### config.mk
export PLATFORM = sky130hd
export DESIGN_NAME = msr_bank
export DESIGN_NICKNAME = d
export VERILOG_FILES = /design/src/hw/msr_pkg.sv /design/src/hw/msr_bank.sv /design/src/hw/rst_sync.sv /design/src/hw/cycle_counter_unit.sv
export SDC_FILE = /design/constraint.sdc
export NUM_CORES = 1
export LEC_CHECK = 0
export ABC_AREA = 1
export BUFFER_PORTS_ARGS = -buffer_cell sky130_fd_sc_hd__buf_4
export CAP_MARGIN = 20
export CORE_MARGIN = 1.5
export CORE_UTILIZATION = 40
export DETAILED_ROUTE_END_ITERATION = 7
export HOLD_SLACK_MARGIN = 0.1
export PLACE_DENSITY = 0.66
export RECOVER_POWER = 100
export SLEW_MARGIN = 20
export SYNTH_ARGS = -nofsm -noshare
export SYNTH_HDL_FRONTEND = slang
export SYNTH_SLANG_ARGS = --single-unit
export TNS_END_PERCENT = 10
### constraint.sdc
create_clock -name clock_i -period 14.2 [get_ports clock_i]
set_clock_uncertainty 0.05 [all_clocks]
set_input_delay 2.84 -clock clock_i [delete_from_list [all_inputs] [get_ports clock_i]]
set_output_delay 2.84 -clock clock_i [all_outputs]
set_load 0.005 [all_outputs]
### src/hw/msr_pkg.sv
// Constants for the core model-specific register bank
package msr_pkg;

  // Register indices
  localparam logic [31:0] ADDR_LSU_MCA_ADDRESS_ALIAS = 32'h0000_0000;
  localparam logic [31:0] ADDR_LSU_MCA_STATUS_ALIAS  = 32'h0000_0001;
  localparam logic [31:0] ADDR_CYCLE_COUNTER         = 32'h0000_0010;
  localparam logic [31:0] ADDR_IRQ_CTRL_BASE         = 32'h0000_001B;
  localparam logic [31:0] ADDR_CLUSTER_IDENT         = 32'h0000_002A;
  localparam logic [31:0] ADDR_MEMTYPE_RANGE_CAPS    = 32'h0000_00FE;
  localparam logic [31:0] ADDR_SYSCALL_CODE_SEGMENT  = 32'h0000_0174;
  localparam logic [31:0] ADDR_SYSCALL_STACK_POINTER = 32'h0000_0175;

  // Alias targets
  localparam logic [31:0] ADDR_LSU_MCA_ADDRESS       = 32'h0000_040E;
  localparam logic [31:0] ADDR_LSU_MCA_STATUS        = 32'h0000_040D;

  // Reset values
  localparam logic [63:0] CYCLE_COUNTER_RESET        = 64'h0000_0000_0000_0000;
  localparam logic [63:0] IRQ_CTRL_BASE_RESET        = 64'h0000_0000_FEE0_0000;
  localparam logic [63:0] CLUSTER_IDENT_RESET        = 64'h0000_0000_0000_0000;
  localparam logic [63:0] MEMTYPE_RANGE_CAPS_RESET   = 64'h0000_0000_0000_0508;
  localparam logic [63:0] SYSCALL_CS_RESET           = 64'h0000_0000_0000_0000;
  localparam logic [63:0] SYSCALL_SP_RESET           = 64'h0000_0000_0000_0000;

  // Field positions
  localparam int          IRQ_BASE_ADDR_MSB          = 47;
  localparam int          IRQ_BASE_ADDR_LSB          = 12;
  localparam int          IRQ_ENABLE_BIT             = 11;
  localparam int          BOOT_CORE_BIT              = 8;
  localparam logic [63:0] IRQ_CTRL_BASE_WMASK        = 64'h0000_FFFF_FFFF_F900;
  localparam logic [63:0] SYSCALL_CS_WMASK           = 64'h0000_0000_0000_FFFF;
  localparam logic [63:0] SYSCALL_SP_WMASK           = 64'h0000_0000_FFFF_FFFF;
  localparam logic [15:0] GP_ERROR_CODE              = 16'h0000;

  typedef enum logic [0:0] {
    ST_IDLE,
    ST_ALIAS_WAIT
  } access_state_e;

endpackage : msr_pkg

### src/hw/msr_bank.sv
// Model-specific register bank of one processor core
`timescale 1ns/100ps
// Function
// Cycle counter resets zero, counts, read-write
// Counter rate independent of power states
// Base address field bits 47:12 read-write
// Base register resets to FEE00000, bit8 boot
// Enable set: registers reachable, all interrupts
// Enable clear: only non-vectored interrupts accepted
// Bit 8 read-write boot core flag
// Cluster register writes fault, error zero
// Cluster field read-only, reads 00b
// Capabilities read-only, reset 0508h, write-combining
// Capability bit 8 reports fixed ranges
// Capability bits 7:0 give variable count
// Code segment 15:0 read-write, upper zero
// Software writes zeros to must-be-zero fields
// Stack pointer 31:0 read-write, reset zero
// Index 0 forwards to address 040E
// Index 1 forwards to address 040D
// Access only by register instructions, indexed
module msr_bank (
  // Clock and reset
  input  wire logic        clock_i,
  input  wire logic        rstn_i,
  // Straps
  input  wire logic        boot_core_i,
  // Register instruction request
  input  wire logic        req_valid_i,
  input  wire logic        req_write_i,
  input  wire logic [31:0] req_addr_i,
  input  wire logic [63:0] req_wdata_i,
  output logic             req_ready_o,
  // Register instruction answer
  output logic             rsp_valid_o,
  output logic      [63:0] rsp_rdata_o,
  output logic             rsp_gp_fault_o,
  output logic      [15:0] rsp_err_code_o,
  // Machine-check register port
  output logic             mca_req_valid_o,
  output logic             mca_req_write_o,
  output logic      [31:0] mca_req_addr_o,
  output logic      [63:0] mca_req_wdata_o,
  input  wire logic        mca_rsp_valid_i,
  input  wire logic [63:0] mca_rsp_rdata_i,
  // Interrupt controller controls
  output logic      [63:0] irq_ctrl_base_o,
  output logic             irq_ctrl_reg_set_en_o,
  output logic             irq_accept_vectored_o,
  // Other state
  output logic      [63:0] cycle_counter_o,
  output logic      [15:0] syscall_code_segment_o,
  output logic      [31:0] syscall_stack_pointer_o
);

  ////////////////////////////////////////////////////////////////////////////////
  logic                   rst_n;
  logic                   boot_captured_r;
  logic [63:0]            irq_ctrl_base_r;
  logic [63:0]            syscall_cs_r;
  logic [63:0]            syscall_sp_r;
  logic [63:0]            count;
  msr_pkg::access_state_e state_r;
  logic                   take;
  logic                   is_alias;
  logic                   wr_counter;
  logic [63:0]            rdata_nxt;
  logic                   fault_nxt;

  rst_sync u_rst_sync (
    .clock_i (clock_i),
    .rstn_i  (rstn_i),
    .rstn_o  (rst_n)
  );

  // one request at a time, by index
  assign take       = req_valid_i && req_ready_o;
  assign is_alias   = (req_addr_i == msr_pkg::ADDR_LSU_MCA_ADDRESS_ALIAS) ||
                      (req_addr_i == msr_pkg::ADDR_LSU_MCA_STATUS_ALIAS);
  assign wr_counter = take && req_write_i && (req_addr_i == msr_pkg::ADDR_CYCLE_COUNTER);

  // counter with software load
  cycle_counter_unit u_counter (
    .clock_i      (clock_i),
    .rstn_i       (rst_n),
    .load_i       (wr_counter),
    .load_value_i (req_wdata_i),
    .count_o      (count)
  );

  ////////////////////////////////////////////////////////////////////////////////
  // Strap caught one cycle after release; requests held off until then
  always_ff @(posedge clock_i or negedge rst_n)
  begin
    if (!rst_n)
      boot_captured_r <= 1'b0;
    else
      boot_captured_r <= 1'b1;
  end

  always_ff @(posedge clock_i or negedge rst_n)
  begin
    if (!rst_n)
      irq_ctrl_base_r <= msr_pkg::IRQ_CTRL_BASE_RESET;
    // bit 8 loaded from the boot strap
    else if (!boot_captured_r)
      irq_ctrl_base_r[msr_pkg::BOOT_CORE_BIT] <= boot_core_i;
    // base field, enable and boot flag writable
    // boot flag rewritable by software
    else if (take && req_write_i && (req_addr_i == msr_pkg::ADDR_IRQ_CTRL_BASE))
      irq_ctrl_base_r <= req_wdata_i & msr_pkg::IRQ_CTRL_BASE_WMASK;
  end

  always_ff @(posedge clock_i or negedge rst_n)
  begin
    if (!rst_n)
      syscall_cs_r <= msr_pkg::SYSCALL_CS_RESET;
    // only the selector is stored
    else if (take && req_write_i && (req_addr_i == msr_pkg::ADDR_SYSCALL_CODE_SEGMENT))
      syscall_cs_r <= req_wdata_i & msr_pkg::SYSCALL_CS_WMASK;
  end

  always_ff @(posedge clock_i or negedge rst_n)
  begin
    if (!rst_n)
      syscall_sp_r <= msr_pkg::SYSCALL_SP_RESET;
    // low word stored
    else if (take && req_write_i && (req_addr_i == msr_pkg::ADDR_SYSCALL_STACK_POINTER))
      syscall_sp_r <= req_wdata_i & msr_pkg::SYSCALL_SP_WMASK;
  end

  ////////////////////////////////////////////////////////////////////////////////
  // Local read data and fault decision
  always_comb
  begin
    rdata_nxt = 64'h0000_0000_0000_0000;
    fault_nxt = 1'b0;
    case (req_addr_i)
      msr_pkg::ADDR_CYCLE_COUNTER:         rdata_nxt = count;
      msr_pkg::ADDR_IRQ_CTRL_BASE:         rdata_nxt = irq_ctrl_base_r;
      // any write refused with a fault
      // cluster field always reads zero
      msr_pkg::ADDR_CLUSTER_IDENT:
      begin
        rdata_nxt = msr_pkg::CLUSTER_IDENT_RESET;
        fault_nxt = req_write_i;
      end
      // capability word is a constant
      // bit 8 fixed ranges present
      // low byte counts variable pairs
      msr_pkg::ADDR_MEMTYPE_RANGE_CAPS:    rdata_nxt = msr_pkg::MEMTYPE_RANGE_CAPS_RESET;
      msr_pkg::ADDR_SYSCALL_CODE_SEGMENT:  rdata_nxt = syscall_cs_r;
      msr_pkg::ADDR_SYSCALL_STACK_POINTER: rdata_nxt = syscall_sp_r;
      // Unknown index faults, as an unimplemented register would
      default:                             fault_nxt = 1'b1;
    endcase
  end

  ////////////////////////////////////////////////////////////////////////////////
  // Access sequencing; aliases wait on the machine-check port
  always_ff @(posedge clock_i or negedge rst_n)
  begin
    if (!rst_n)
    begin
      state_r         <= msr_pkg::ST_IDLE;
      req_ready_o     <= 1'b0;
      rsp_valid_o     <= 1'b0;
      rsp_rdata_o     <= 64'h0000_0000_0000_0000;
      rsp_gp_fault_o  <= 1'b0;
      rsp_err_code_o  <= 16'h0000;
      mca_req_valid_o <= 1'b0;
      mca_req_write_o <= 1'b0;
      mca_req_addr_o  <= 32'h0000_0000;
      mca_req_wdata_o <= 64'h0000_0000_0000_0000;
    end
    else
    begin
      rsp_valid_o     <= 1'b0;
      mca_req_valid_o <= 1'b0;
      case (state_r)
        msr_pkg::ST_IDLE:
        begin
          req_ready_o <= boot_captured_r;
          if (take && is_alias)
          begin
            // index 0 redirected
            // index 1 redirected
            state_r         <= msr_pkg::ST_ALIAS_WAIT;
            req_ready_o     <= 1'b0;
            mca_req_valid_o <= 1'b1;
            mca_req_write_o <= req_write_i;
            mca_req_addr_o  <= (req_addr_i == msr_pkg::ADDR_LSU_MCA_ADDRESS_ALIAS) ?
                               msr_pkg::ADDR_LSU_MCA_ADDRESS : msr_pkg::ADDR_LSU_MCA_STATUS;
            mca_req_wdata_o <= req_wdata_i;
          end
          else if (take)
          begin
            rsp_valid_o    <= 1'b1;
            rsp_rdata_o    <= (req_write_i || fault_nxt) ? 64'h0000_0000_0000_0000 : rdata_nxt;
            rsp_gp_fault_o <= fault_nxt;
            rsp_err_code_o <= msr_pkg::GP_ERROR_CODE;
          end
        end
        msr_pkg::ST_ALIAS_WAIT:
        begin
          if (mca_rsp_valid_i && !mca_req_valid_o)
          begin
            state_r        <= msr_pkg::ST_IDLE;
            req_ready_o    <= 1'b1;
            rsp_valid_o    <= 1'b1;
            rsp_rdata_o    <= mca_req_write_o ? 64'h0000_0000_0000_0000 : mca_rsp_rdata_i;
            rsp_gp_fault_o <= 1'b0;
          end
        end
        default: state_r <= msr_pkg::ST_IDLE;
      endcase
    end
  end

  ////////////////////////////////////////////////////////////////////////////////
  // Registered views of state; all outputs come from flops
  always_ff @(posedge clock_i or negedge rst_n)
  begin
    if (!rst_n)
    begin
      irq_ctrl_base_o         <= msr_pkg::IRQ_CTRL_BASE_RESET;
      irq_ctrl_reg_set_en_o   <= 1'b0;
      irq_accept_vectored_o   <= 1'b0;
      cycle_counter_o         <= msr_pkg::CYCLE_COUNTER_RESET;
      syscall_code_segment_o  <= 16'h0000;
      syscall_stack_pointer_o <= 32'h0000_0000;
    end
    else
    begin
      irq_ctrl_base_o         <= irq_ctrl_base_r;
      // enable opens register set and vectored interrupts
      // disabled leaves only non-vectored ones
      irq_ctrl_reg_set_en_o   <= irq_ctrl_base_r[msr_pkg::IRQ_ENABLE_BIT];
      irq_accept_vectored_o   <= irq_ctrl_base_r[msr_pkg::IRQ_ENABLE_BIT];
      // no power-state term anywhere on this path
      cycle_counter_o         <= count;
      syscall_code_segment_o  <= syscall_cs_r[15:0];
      syscall_stack_pointer_o <= syscall_sp_r[31:0];
    end
  end

  ////////////////////////////////////////////////////////////////////////////////
  // Sampled rst_n skips the release edge, where the counter still holds
  a_counter_advances: assert property (
    @(posedge clock_i) disable iff (!rst_n)
    rst_n && !wr_counter |=> count == $past(count) + 64'h0000_0000_0000_0001)
    else $error("cycle counter did not advance by one");

  a_counter_steady_rate: assert property (
    @(posedge clock_i) disable iff (!rst_n)
    rst_n && !wr_counter ##1 !wr_counter
    |=> count == $past(count, 2) + 64'h0000_0000_0000_0002)
    else $error("cycle counter rate not constant");

  a_base_field_write: assert property (
    @(posedge clock_i) disable iff (!rst_n)
    take && req_write_i && req_addr_i == msr_pkg::ADDR_IRQ_CTRL_BASE
    |=> irq_ctrl_base_r[47:12] == $past(req_wdata_i[47:12]))
    else $error("base address field not stored");

  a_base_mbz_zero: assert property (
    @(posedge clock_i) disable iff (!rst_n)
    irq_ctrl_base_r[10:9] == 2'h0 && irq_ctrl_base_r[7:0] == 8'h00
    && irq_ctrl_base_r[63:48] == 16'h0000)
    else $error("must-be-zero base bits set");

  a_enable_follows: assert property (
    @(posedge clock_i) disable iff (!rst_n)
    irq_ctrl_base_r[11] |=> irq_ctrl_reg_set_en_o && irq_accept_vectored_o)
    else $error("enable not reflected");

  a_disable_follows: assert property (
    @(posedge clock_i) disable iff (!rst_n)
    !irq_ctrl_base_r[11] |=> !irq_ctrl_reg_set_en_o && !irq_accept_vectored_o)
    else $error("disable not reflected");

  a_boot_strap: assert property (
    @(posedge clock_i) disable iff (!rst_n)
    rst_n && !boot_captured_r |=> irq_ctrl_base_r[8] == $past(boot_core_i))
    else $error("boot core flag not captured");

  a_cluster_fault: assert property (
    @(posedge clock_i) disable iff (!rst_n)
    take && req_write_i && req_addr_i == msr_pkg::ADDR_CLUSTER_IDENT
    |=> rsp_valid_o && rsp_gp_fault_o && rsp_err_code_o == 16'h0000)
    else $error("cluster write not faulted");

  a_caps_read: assert property (
    @(posedge clock_i) disable iff (!rst_n)
    take && !req_write_i && req_addr_i == msr_pkg::ADDR_MEMTYPE_RANGE_CAPS
    |=> rsp_rdata_o == 64'h0000_0000_0000_0508 && !rsp_gp_fault_o)
    else $error("capability word wrong");

  a_cs_upper_zero: assert property (
    @(posedge clock_i) disable iff (!rst_n)
    syscall_cs_r[63:16] == 48'h0000_0000_0000)
    else $error("code segment upper bits set");

  a_sp_upper_zero: assert property (
    @(posedge clock_i) disable iff (!rst_n)
    syscall_sp_r[63:32] == 32'h0000_0000)
    else $error("stack pointer upper bits set");

  a_alias_address: assert property (
    @(posedge clock_i) disable iff (!rst_n)
    take && req_addr_i == 32'h0000_0000
    |=> mca_req_valid_o && mca_req_addr_o == 32'h0000_040E)
    else $error("index 0 not forwarded");

  a_alias_status: assert property (
    @(posedge clock_i) disable iff (!rst_n)
    take && req_addr_i == 32'h0000_0001
    |=> mca_req_valid_o && mca_req_addr_o == 32'h0000_040D ##1 !req_ready_o)
    else $error("index 1 not forwarded");

endmodule : msr_bank

### src/hw/rst_sync.sv
// Two-stage reset release synchroniser
`timescale 1ns/100ps
module rst_sync (
  // Clock and raw reset
  input  wire logic clock_i,
  input  wire logic rstn_i,
  // Released reset
  output logic      rstn_o
);

  logic meta_r;

  always_ff @(posedge clock_i or negedge rstn_i)
  begin
    if (!rstn_i)
    begin
      meta_r <= 1'b0;
      rstn_o <= 1'b0;
    end
    else
    begin
      meta_r <= 1'b1;
      rstn_o <= meta_r;
    end
  end

endmodule : rst_sync

### src/hw/cycle_counter_unit.sv
// Free-running 64-bit cycle counter with software load
`timescale 1ns/100ps
module cycle_counter_unit (
  // Clock and reset
  input  wire logic        clock_i,
  input  wire logic        rstn_i,
  // Software load
  input  wire logic        load_i,
  input  wire logic [63:0] load_value_i,
  // Count
  output logic      [63:0] count_o
);

  // No power-state input exists, so the rate never changes
  always_ff @(posedge clock_i or negedge rstn_i)
  begin
    if (!rstn_i)
      count_o <= msr_pkg::CYCLE_COUNTER_RESET;
    else if (load_i)
      count_o <= load_value_i;
    else
      count_o <= count_o + 64'h0000_0000_0000_0001;
  end

endmodule : cycle_counter_unit

==> results of run 1 <==
state kept, by name, summed over array words and instances, names as in the netlist:
register                 flops
cycle_counter_o             64
mca_req_wdata_o             64
rsp_rdata_o                 64
u_counter.count_o           64
irq_ctrl_base_o             38
irq_ctrl_base_r             38
syscall_sp_r                32
syscall_stack_pointer_o     32
syscall_code_segment_o      16
syscall_cs_r                16
mca_req_addr_o               3
boot_captured_r              1
mca_req_valid_o              1
mca_req_write_o              1
req_ready_o                  1
rsp_gp_fault_o               1
rsp_valid_o                  1
state_r                      1
u_rst_sync.meta_r            1
u_rst_sync.rstn_o            1
Yosys cell counts (all sizes together) (3+ instances only):
cell type  count
nand2        581
dfrtp        420
nor2         259
o21ai        231
nand3        181
inv          148
buf          109
clkbuf        54
a21oi         48
xor2          40
nor3          32
nand4         23
dfstp         20
xnor2         16
nand3b         5
nor4           5
or2            3
cell type report:
type / instances / area (um^2) / area share, %
clock inverter: 21 / 250.2 / 1.050
clock buffer: 65 / 1366 / 5.732
inverter: 149 / 561.8 / 2.357
sequential: 440 / 11040 / 46.29
tap: 607 / 759.5 / 3.186
antenna: 2 / 5.005 / 0.02100
multi-input combinational: 1503 / 6751 / 28.32
timing repair buffer: 471 / 3108 / 13.04
path summary, 6_finish.rpt:
| kind | cells after the start | endpoint | slack (ps) | startpoint |
|---|---|---|---|---|
| hold reg to reg | 0 | u_rst_sync.rstn_o$_DFF_PN0_ | 300 | u_rst_sync.meta_r$_DFF_PN0_ |
| setup / recovery | 11 | mca_req_wdata_o[27]$_DFFE_PN0P_ | 5730 | req_addr_i[23] |
| max in group asynchronous | 2 | cycle_counter_o[51]$_DFF_PN0_ | 7590 | u_rst_sync.rstn_o$_DFF_PN0_ |
| min in group asynchronous | 0 | mca_req_wdata_o[19]$_DFFE_PN0P_ | 1180 | u_rst_sync.rstn_o$_DFF_PN0_ |
| hold / removal | 0 | u_rst_sync.rstn_o$_DFF_PN0_ | 300 | u_rst_sync.meta_r$_DFF_PN0_ |
| setup reg to reg | 2 | cycle_counter_o[51]$_DFF_PN0_ | 7590 | u_rst_sync.rstn_o$_DFF_PN0_ |
power by group through the flow:
stage	clock network (uW)	registers, uW	logic (uW)
5_1_grt	1360	1290	153
4_1_cts	1300	1290	144
2_1_floorplan	0	1320	52.4
3_3_place_gp	0	1310	141
3_5_place_dp	0	1310	143
6_report	1280	1290	138
routing by layer:
| layer | share of wire [%] | vias to the layer above | track usage (%) |
|---|---|---|---|
| li1 | - | 7691 | - |
| met1 | 43 | 8097 | 35.62 |
| met2 | 46 | 713 | 42.08 |
| met3 | 7.8 | 117 | 5.949 |
| met4 | 3.1 | 0 | 9.989 |
| met5 | 0 | - | 0 |
worst max-delay path, delay by kind of cell:
kind	cells	cell delay [ps]
buffers and inverters	4	3840
and+or+nand+nor	6	1440
AOI/OAI and AO/OA	1	600
cells by family (layout without fill, tap and decap cells):
family          count (synthesis)  count (layout)  synth area share (%)
compound gates                283             283                 7.603
other cells                     2              73               0.03944
simple gates                 1092            1092                 23.93
flops                         440             440                 57.96
buf+inv                       312             706                 7.820
xor+xnor                       56              56                 2.576
fa+ha+maj                       1               1               0.06571
layout by cell type (no fill, tap or decap), drive strengths merged, types with 3 or more instances in the layout:
master	n
a21oi	48
buf	171
bufinv	5
clkbuf	365
clkinv	11
clkinvlp	7
conb	71
dfrtp	420
dfstp	20
inv	147
nand2	581
nand3	181
nand3b	5
nand4	23
nor2	259
nor3	32
nor4	5
o21ai	231
or2	3
xnor2	16
xor2	40
stage by stage:
stage          util [%]  setup slack [ps]  std cells  hold slack, ps
2_1_floorplan         -              1013       2255           281.2
5_1_grt           50.98              5171       3257           317.6
6_report          50.99              5726       3258           300.5
3_3_place_gp      48.54              8050       3169           289.6
3_5_place_dp      48.55              8303       3169           288.9
4_1_cts           52.00              8914       3255           303.7
==> reports/qor.tcl, run 1 <==
set qor(timing.critical_path.cells) {buf_4, nor2_1, nand2_1, nor2_1, nand2_1, inv_1, nand3_1, nor3_1, clkinvlp_2, clkbuf_1, o21ai_0}
set qor(root_buffer) {clkbuf_16}
set qor(drt_first_pass_iters) 6
set qor(initialDrtViolationCount) 1549
set qor(critPathSlowestCell) {clkbuf_1}
set qor(clk_network_pwr_share_pct) 47.3
set qor(cp_slowest_stage_delay_ps) 1390
set qor(cts-buffers-inserted) 47
set qor(hold_buffers) 0
set qor(detailed_place.area_mm2) 0.02270
set qor(cap_viol_max_count) 13
set qor(clock_tree.buffer_depth) 3
set qor(finalWeightedCongestion) 0.9438
set qor(timing.final.crit_share_pct) 59.67
set qor(worst_skew_pair.late_latency_ps) 580
set qor(drt.antenna.violating_nets) 0
set qor(worst_slew_pin_slew_ps) 4143
set qor(areaGrowthSynthToFinish_pct) 25.20
set qor(syn_inst) 2186
set qor(cts-htree-levels) 2
set qor(crit_path_max_fanout) 73
set qor(io-pin-count) 525
set qor(timing.final.setup_violations) 0
set qor(outcome) {finished with violations}
set qor(via_density) 5.101
set qor(globalRouteTotalUtil_pct) 26.54
set qor(worst_hold_path_type) {flip-flop to flip-flop}
set qor(tritoncts_clock_tree) {done}
set qor(setup.worst_path.start_class) {input port}
set qor(finalCriticalPeriod_ps) 8474
set qor(design.final.nets) 2779
set qor(pwr-share-comb_pct) 5.1
set qor(stdcell_area_mm2) 0.02384
set qor(power.net_switching_uw) 608.0
set qor(synth_top_area_share_pct) 55.20
set qor(criticalPathCategory) {input port to flip-flop}
set qor(yosys.cell_types.count) 37
set qor(timing.setup.tns_ps) 0
set qor(p_seq_share_pct) 47.6
set qor(synth-seq-area-share_pct) 57.96
set qor(fp.dieH_um) 221.2
set qor(place.detailed.hpwl_um) 49380
set qor(grt_max_degree) 98
set qor(worst_ep_arrival_time_ps) 8850
set qor(post_cts.resized_instances) 0
set qor(grt_pass1_vias) 16220
set qor(design.core.area_mm2) 0.04675
set qor(avgRoutedWirePerCell_um) 20.18
set qor(start_util_pct) 40.72
set qor(antenna_found_initial) 2
set qor(crit_required_ps) 14580
set qor(max_slew_margin_pct) -176.2
set qor(post-cts-setup-buffers) 0
set qor(power-per-cell-area_mw_per_mm2) 113.3
set qor(detail_route.drc_violations) 0
set qor(place.port_buffers) 455
set qor(synth_top_cell_by_area) {dfrtp_1}
set qor(clk_pin_slew_worst_paths_ps) 60
set qor(nFillCells) 4505
set qor(post_synth.cell_area_avg_um2) 8.710
set qor(seq_cells_post_synth) 440
set qor(grt_setup_unrepaired) {false}
set qor(die_area_mm2) 0.04892
set qor(proportion_of_layout_cells_with_a_drive_suffix_above_1_pct) 17.55
set qor(route.final.wire_length_um) 65750
set qor(switching_share_pct) 22.50
set qor(fmax_mhz) 118.0
set qor(critPathCaptureType) {flip-flop}
set qor(yosys_warnings) 0
set qor(synth.cell_area_mm2) 0.01904
set qor(synth_enable_flop_cells) 0
set qor(post_layout_total_power_uw) 2702
set qor(ir_drop_v) 0.00007775
set qor(globalRoute.totalOverflow) 0
set qor(synthFlopType) {dfrtp_1}
set qor(synth.area.top_cells) {dfrtp_1, nand2_1, o21ai_0, nor2_1, nand3_1}
set qor(die_width_um) 221.2
set qor(hold_violations) 0
set qor(violations) {max-capacitance violations, max-slew violations}
set qor(intPower_uw) 2094
set qor(synth-async-reset-ratio_pct) 100.0
set qor(clock-sinks) 440
set qor(wire_length_of_the_first_global_routing_pass_um) 99200
set qor(via_count) 16620
set qor(timing_max_transition_violations_final) 718
set qor(cellLeakagePower_uw) 0.01152
set qor(fp-row-count) 79
No activity file was read; power rests on OpenSTA's default activity.
==> run 2: changes to the inputs <==
--- a/config.mk
+++ b/config.mk
@@ -12,7 +12,6 @@
 export CORE_UTILIZATION = 40
 export DETAILED_ROUTE_END_ITERATION = 7
 export HOLD_SLACK_MARGIN = 0.1
-export PLACE_DENSITY = 0.66
 export RECOVER_POWER = 100
 export SLEW_MARGIN = 20
 export SYNTH_ARGS = -nofsm -noshare
==> constraint.sdc (replaced) <==
create_clock -name clock_i -period 8.5 [get_ports clock_i]
set_clock_uncertainty 0.05 [all_clocks]
set_input_delay 1.7 -clock clock_i [delete_from_list [all_inputs] [get_ports clock_i]]
set_output_delay 1.7 -clock clock_i [all_outputs]
set_load 0.005 [all_outputs]
==> run 2 against run 1 <==
  * The flow still finishes with violations (max-capacitance violations, max-slew violations)
  * Worst hold slack improved by 7.0 ps
  * First-iteration DRC count decreased by 17%
  * Sequential share of layout area decreased by 0.15 points
  * Power increased by 67%
  * Clock power increased by 66%
  * Wire length increased by 1.3%
  * Clock-buffer cell count increased by 3
  * Sequential power increased by 66%
  * Setup slack got worse by 3200 ps
  * Via count decreased by 0.23%
  * Largest power group unchanged
==> reports/qor.tcl, run 2 (same netlist as run 1, synthesis figures left out) <==
set qor(outcome) {finished with violations}
set qor(violations) {max-capacitance violations, max-slew violations}
set qor(via_count) 16580 ;# -0.23%
set qor(io-pin-count) 525 ;# unchanged
set qor(clock_tree.buffer_depth) 3 ;# unchanged
set qor(worst_ep_arrival_time_ps) 6250 ;# -2600 ps
set qor(intPower_uw) 3504 ;# +67%
set qor(setup.worst_path.start_class) {input port}
set qor(clk_network_pwr_share_pct) 47.1 ;# -0.2 points
set qor(hold_violations) 0 ;# unchanged
set qor(detail_route.drc_violations) 0 ;# unchanged
set qor(grt_pass1_vias) 16070 ;# -0.88%
set qor(stdcell_area_mm2) 0.02392 ;# +0.36%
set qor(antenna_found_initial) 0 ;# -2
set qor(avgRoutedWirePerCell_um) 20.47 ;# +1.4%
set qor(design.core.area_mm2) 0.04675 ;# unchanged
set qor(critPathCaptureType) {flip-flop}
set qor(max_slew_margin_pct) -172.3 ;# +3.9 points
set qor(tritoncts_clock_tree) {done}
set qor(timing.final.crit_share_pct) 70.54
set qor(root_buffer) {clkbuf_16}
set qor(wire_length_of_the_first_global_routing_pass_um) 101300 ;# +2.1%
set qor(cts-htree-levels) 2 ;# unchanged
set qor(proportion_of_layout_cells_with_a_drive_suffix_above_1_pct) 18.29 ;# +0.74 points
set qor(grt_max_degree) 153 ;# +56%
set qor(timing.final.setup_violations) 0 ;# unchanged
set qor(antennaDiodeCount) 0 ;# -2
set qor(ir_drop_v) 0.0001281 ;# +65%
set qor(place.port_buffers) 455 ;# unchanged
set qor(power.net_switching_uw) 1000 ;# +65%
set qor(clock-sinks) 440 ;# unchanged
set qor(worst_hold_path_type) {flip-flop to flip-flop}
set qor(fp.dieH_um) 221.2 ;# unchanged
set qor(place.detailed.hpwl_um) 50030 ;# +1.3%
set qor(areaGrowthSynthToFinish_pct) 25.65
set qor(timing_max_transition_violations_final) 521 ;# -27%
set qor(finalCriticalPeriod_ps) 5996
set qor(drt_first_pass_iters) 6 ;# unchanged
set qor(die_width_um) 221.2 ;# unchanged
set qor(cellLeakagePower_uw) 0.01161 ;# +0.74%
set qor(power-per-cell-area_mw_per_mm2) 188.3 ;# +66%
set qor(preCtsSetupSlack_ps) 3399 ;# -4904 ps
set qor(p_seq_share_pct) 47.6 ;# about the same
set qor(switching_share_pct) 22.21 ;# -0.29 points
set qor(worst_skew_pair.late_latency_ps) 580 ;# about the same
set qor(hold_buffers) 1 ;# +1
set qor(pwr-share-comb_pct) 5.3 ;# +0.2 points
set qor(design.final.nets) 2779 ;# unchanged
set qor(criticalPathCategory) {input port to flip-flop}
set qor(detailed_place.area_mm2) 0.02271 ;# about the same
set qor(initialDrtViolationCount) 1292 ;# -17%
set qor(fp-row-count) 79 ;# unchanged
set qor(drt.antenna.violating_nets) 0 ;# unchanged
set qor(cap_viol_max_count) 8 ;# -5
set qor(start_util_pct) 40.72 ;# unchanged
set qor(timing.setup.tns_ps) 0 ;# unchanged
set qor(cts-buffers-inserted) 47 ;# unchanged
set qor(via_density) 5.097 ;# about the same
set qor(grt_setup_unrepaired) {false}
set qor(die_area_mm2) 0.04892 ;# unchanged
set qor(finalWorstSetupSlack_ps) 2504 ;# -3222 ps
set qor(fmax_mhz) 166.8
set qor(post-cts-setup-buffers) 0 ;# unchanged
set qor(post_cts.resized_instances) 0 ;# unchanged
set qor(timing.hold.ws_ps) 307.5 ;# +7.024 ps
set qor(finalWeightedCongestion) 0.9166 ;# -2.9%
set qor(crit_required_ps) 8750 ;# -5830 ps
set qor(clk_pin_slew_worst_paths_ps) 60 ;# about the same
set qor(ff2ff_setup_slack_ps) 4260 ;# -3330 ps
set qor(layout.cells.most_common) {nand2_1}
set qor(worst_slew_pin_slew_ps) 4084 ;# -59.16 ps
set qor(crit_path_max_fanout) 75 ;# +2.7%
set qor(globalRoute.totalOverflow) 0 ;# unchanged
set qor(route.final.wire_length_um) 66600 ;# +1.3%
set qor(globalRouteTotalUtil_pct) 27.05 ;# +0.52 points
set qor(layout_common_cells) {nand2_1, dfrtp_1, nor2_1, o21ai_0, clkbuf_4}
run 2: cell count changes in the layout (fill, tap and decap cells not counted), moves of 2 or more:
| cell | change |
|---|---|
| clkinvlp_4 | -3 |
| clkbuf_1 | -19 |
| clkinv_2 | -5 |
| clkbuf_4 | +21 |
| o21ai_1 | -2 |
| o21ai_0 | +2 |
| diode_2 | -2 |
run 2: cell type report:
class | count | area (um^2)
fill | 4546 | 22830
timing repair buffer | 471 | 3207
sequential | 440 | 11040
clock inverter | 15 | 249.0
inverter | 149 | 563.0
clock buffer | 68 | 1346
multi-input combinational | 1503 | 6759
tap | 607 | 759.5
run 2: critical path, cell delays in order:
cell	delay, ps
clkbuf_4	100
nor2_1	40
nand2_1	50
nor2_1	50
nand2_1	400
inv_1	720
nand2_1	260
inv_1	200
nand3_2	100
clkbuf_1	2270
o221ai_1	350
run 2: final timing paths:
path                                                   from                               to  cells past startpoint
worst min-delay path            u_rst_sync.meta_r$_DFF_PN0_      u_rst_sync.rstn_o$_DFF_PN0_                      0
worst max-delay path                         req_addr_i[21]   irq_ctrl_base_r[8]$_DFFE_PN0P_                     11
worst min register to register  u_rst_sync.meta_r$_DFF_PN0_      u_rst_sync.rstn_o$_DFF_PN0_                      0
worst max register to register  u_rst_sync.rstn_o$_DFF_PN0_      rsp_rdata_o[26]$_DFFE_PN0P_                      1
max in group asynchronous       u_rst_sync.rstn_o$_DFF_PN0_      rsp_rdata_o[26]$_DFFE_PN0P_                      1
min in group asynchronous       u_rst_sync.rstn_o$_DFF_PN0_  mca_req_wdata_o[20]$_DFFE_PN0P_                      1
run 2: metal layers:
metal	part of all wire (%)	up-vias	GRT usage, %
li1	-	7683	-
met5	0	-	0
met1	45	8099	39.11
met2	46	711	42.94
met4	2.1	0	5.895
met3	6.5	86	4.302
run 2: power by group through the flow:
stage                     combinational, uW  clock, uW  sequential (uW)
after global routing                    266       2260             2140
after floorplan                        87.5          0             2210
after global placement                  246          0             2180
after detailed placement                248          0             2180
final                                   238       2120             2140
after CTS                               249       2160             2140
run 2: through the flow:
step / cells / total power [uW] / util [%]
floorplan: 2255 / 2295 / -
global placement: 3169 / 2426 / 48.57
detailed placement: 3169 / 2429 / 48.57
CTS: 3253 / 4552 / 52.01
global route: 3253 / 4666 / 51.17
finish: 3253 / 4504 / 51.17
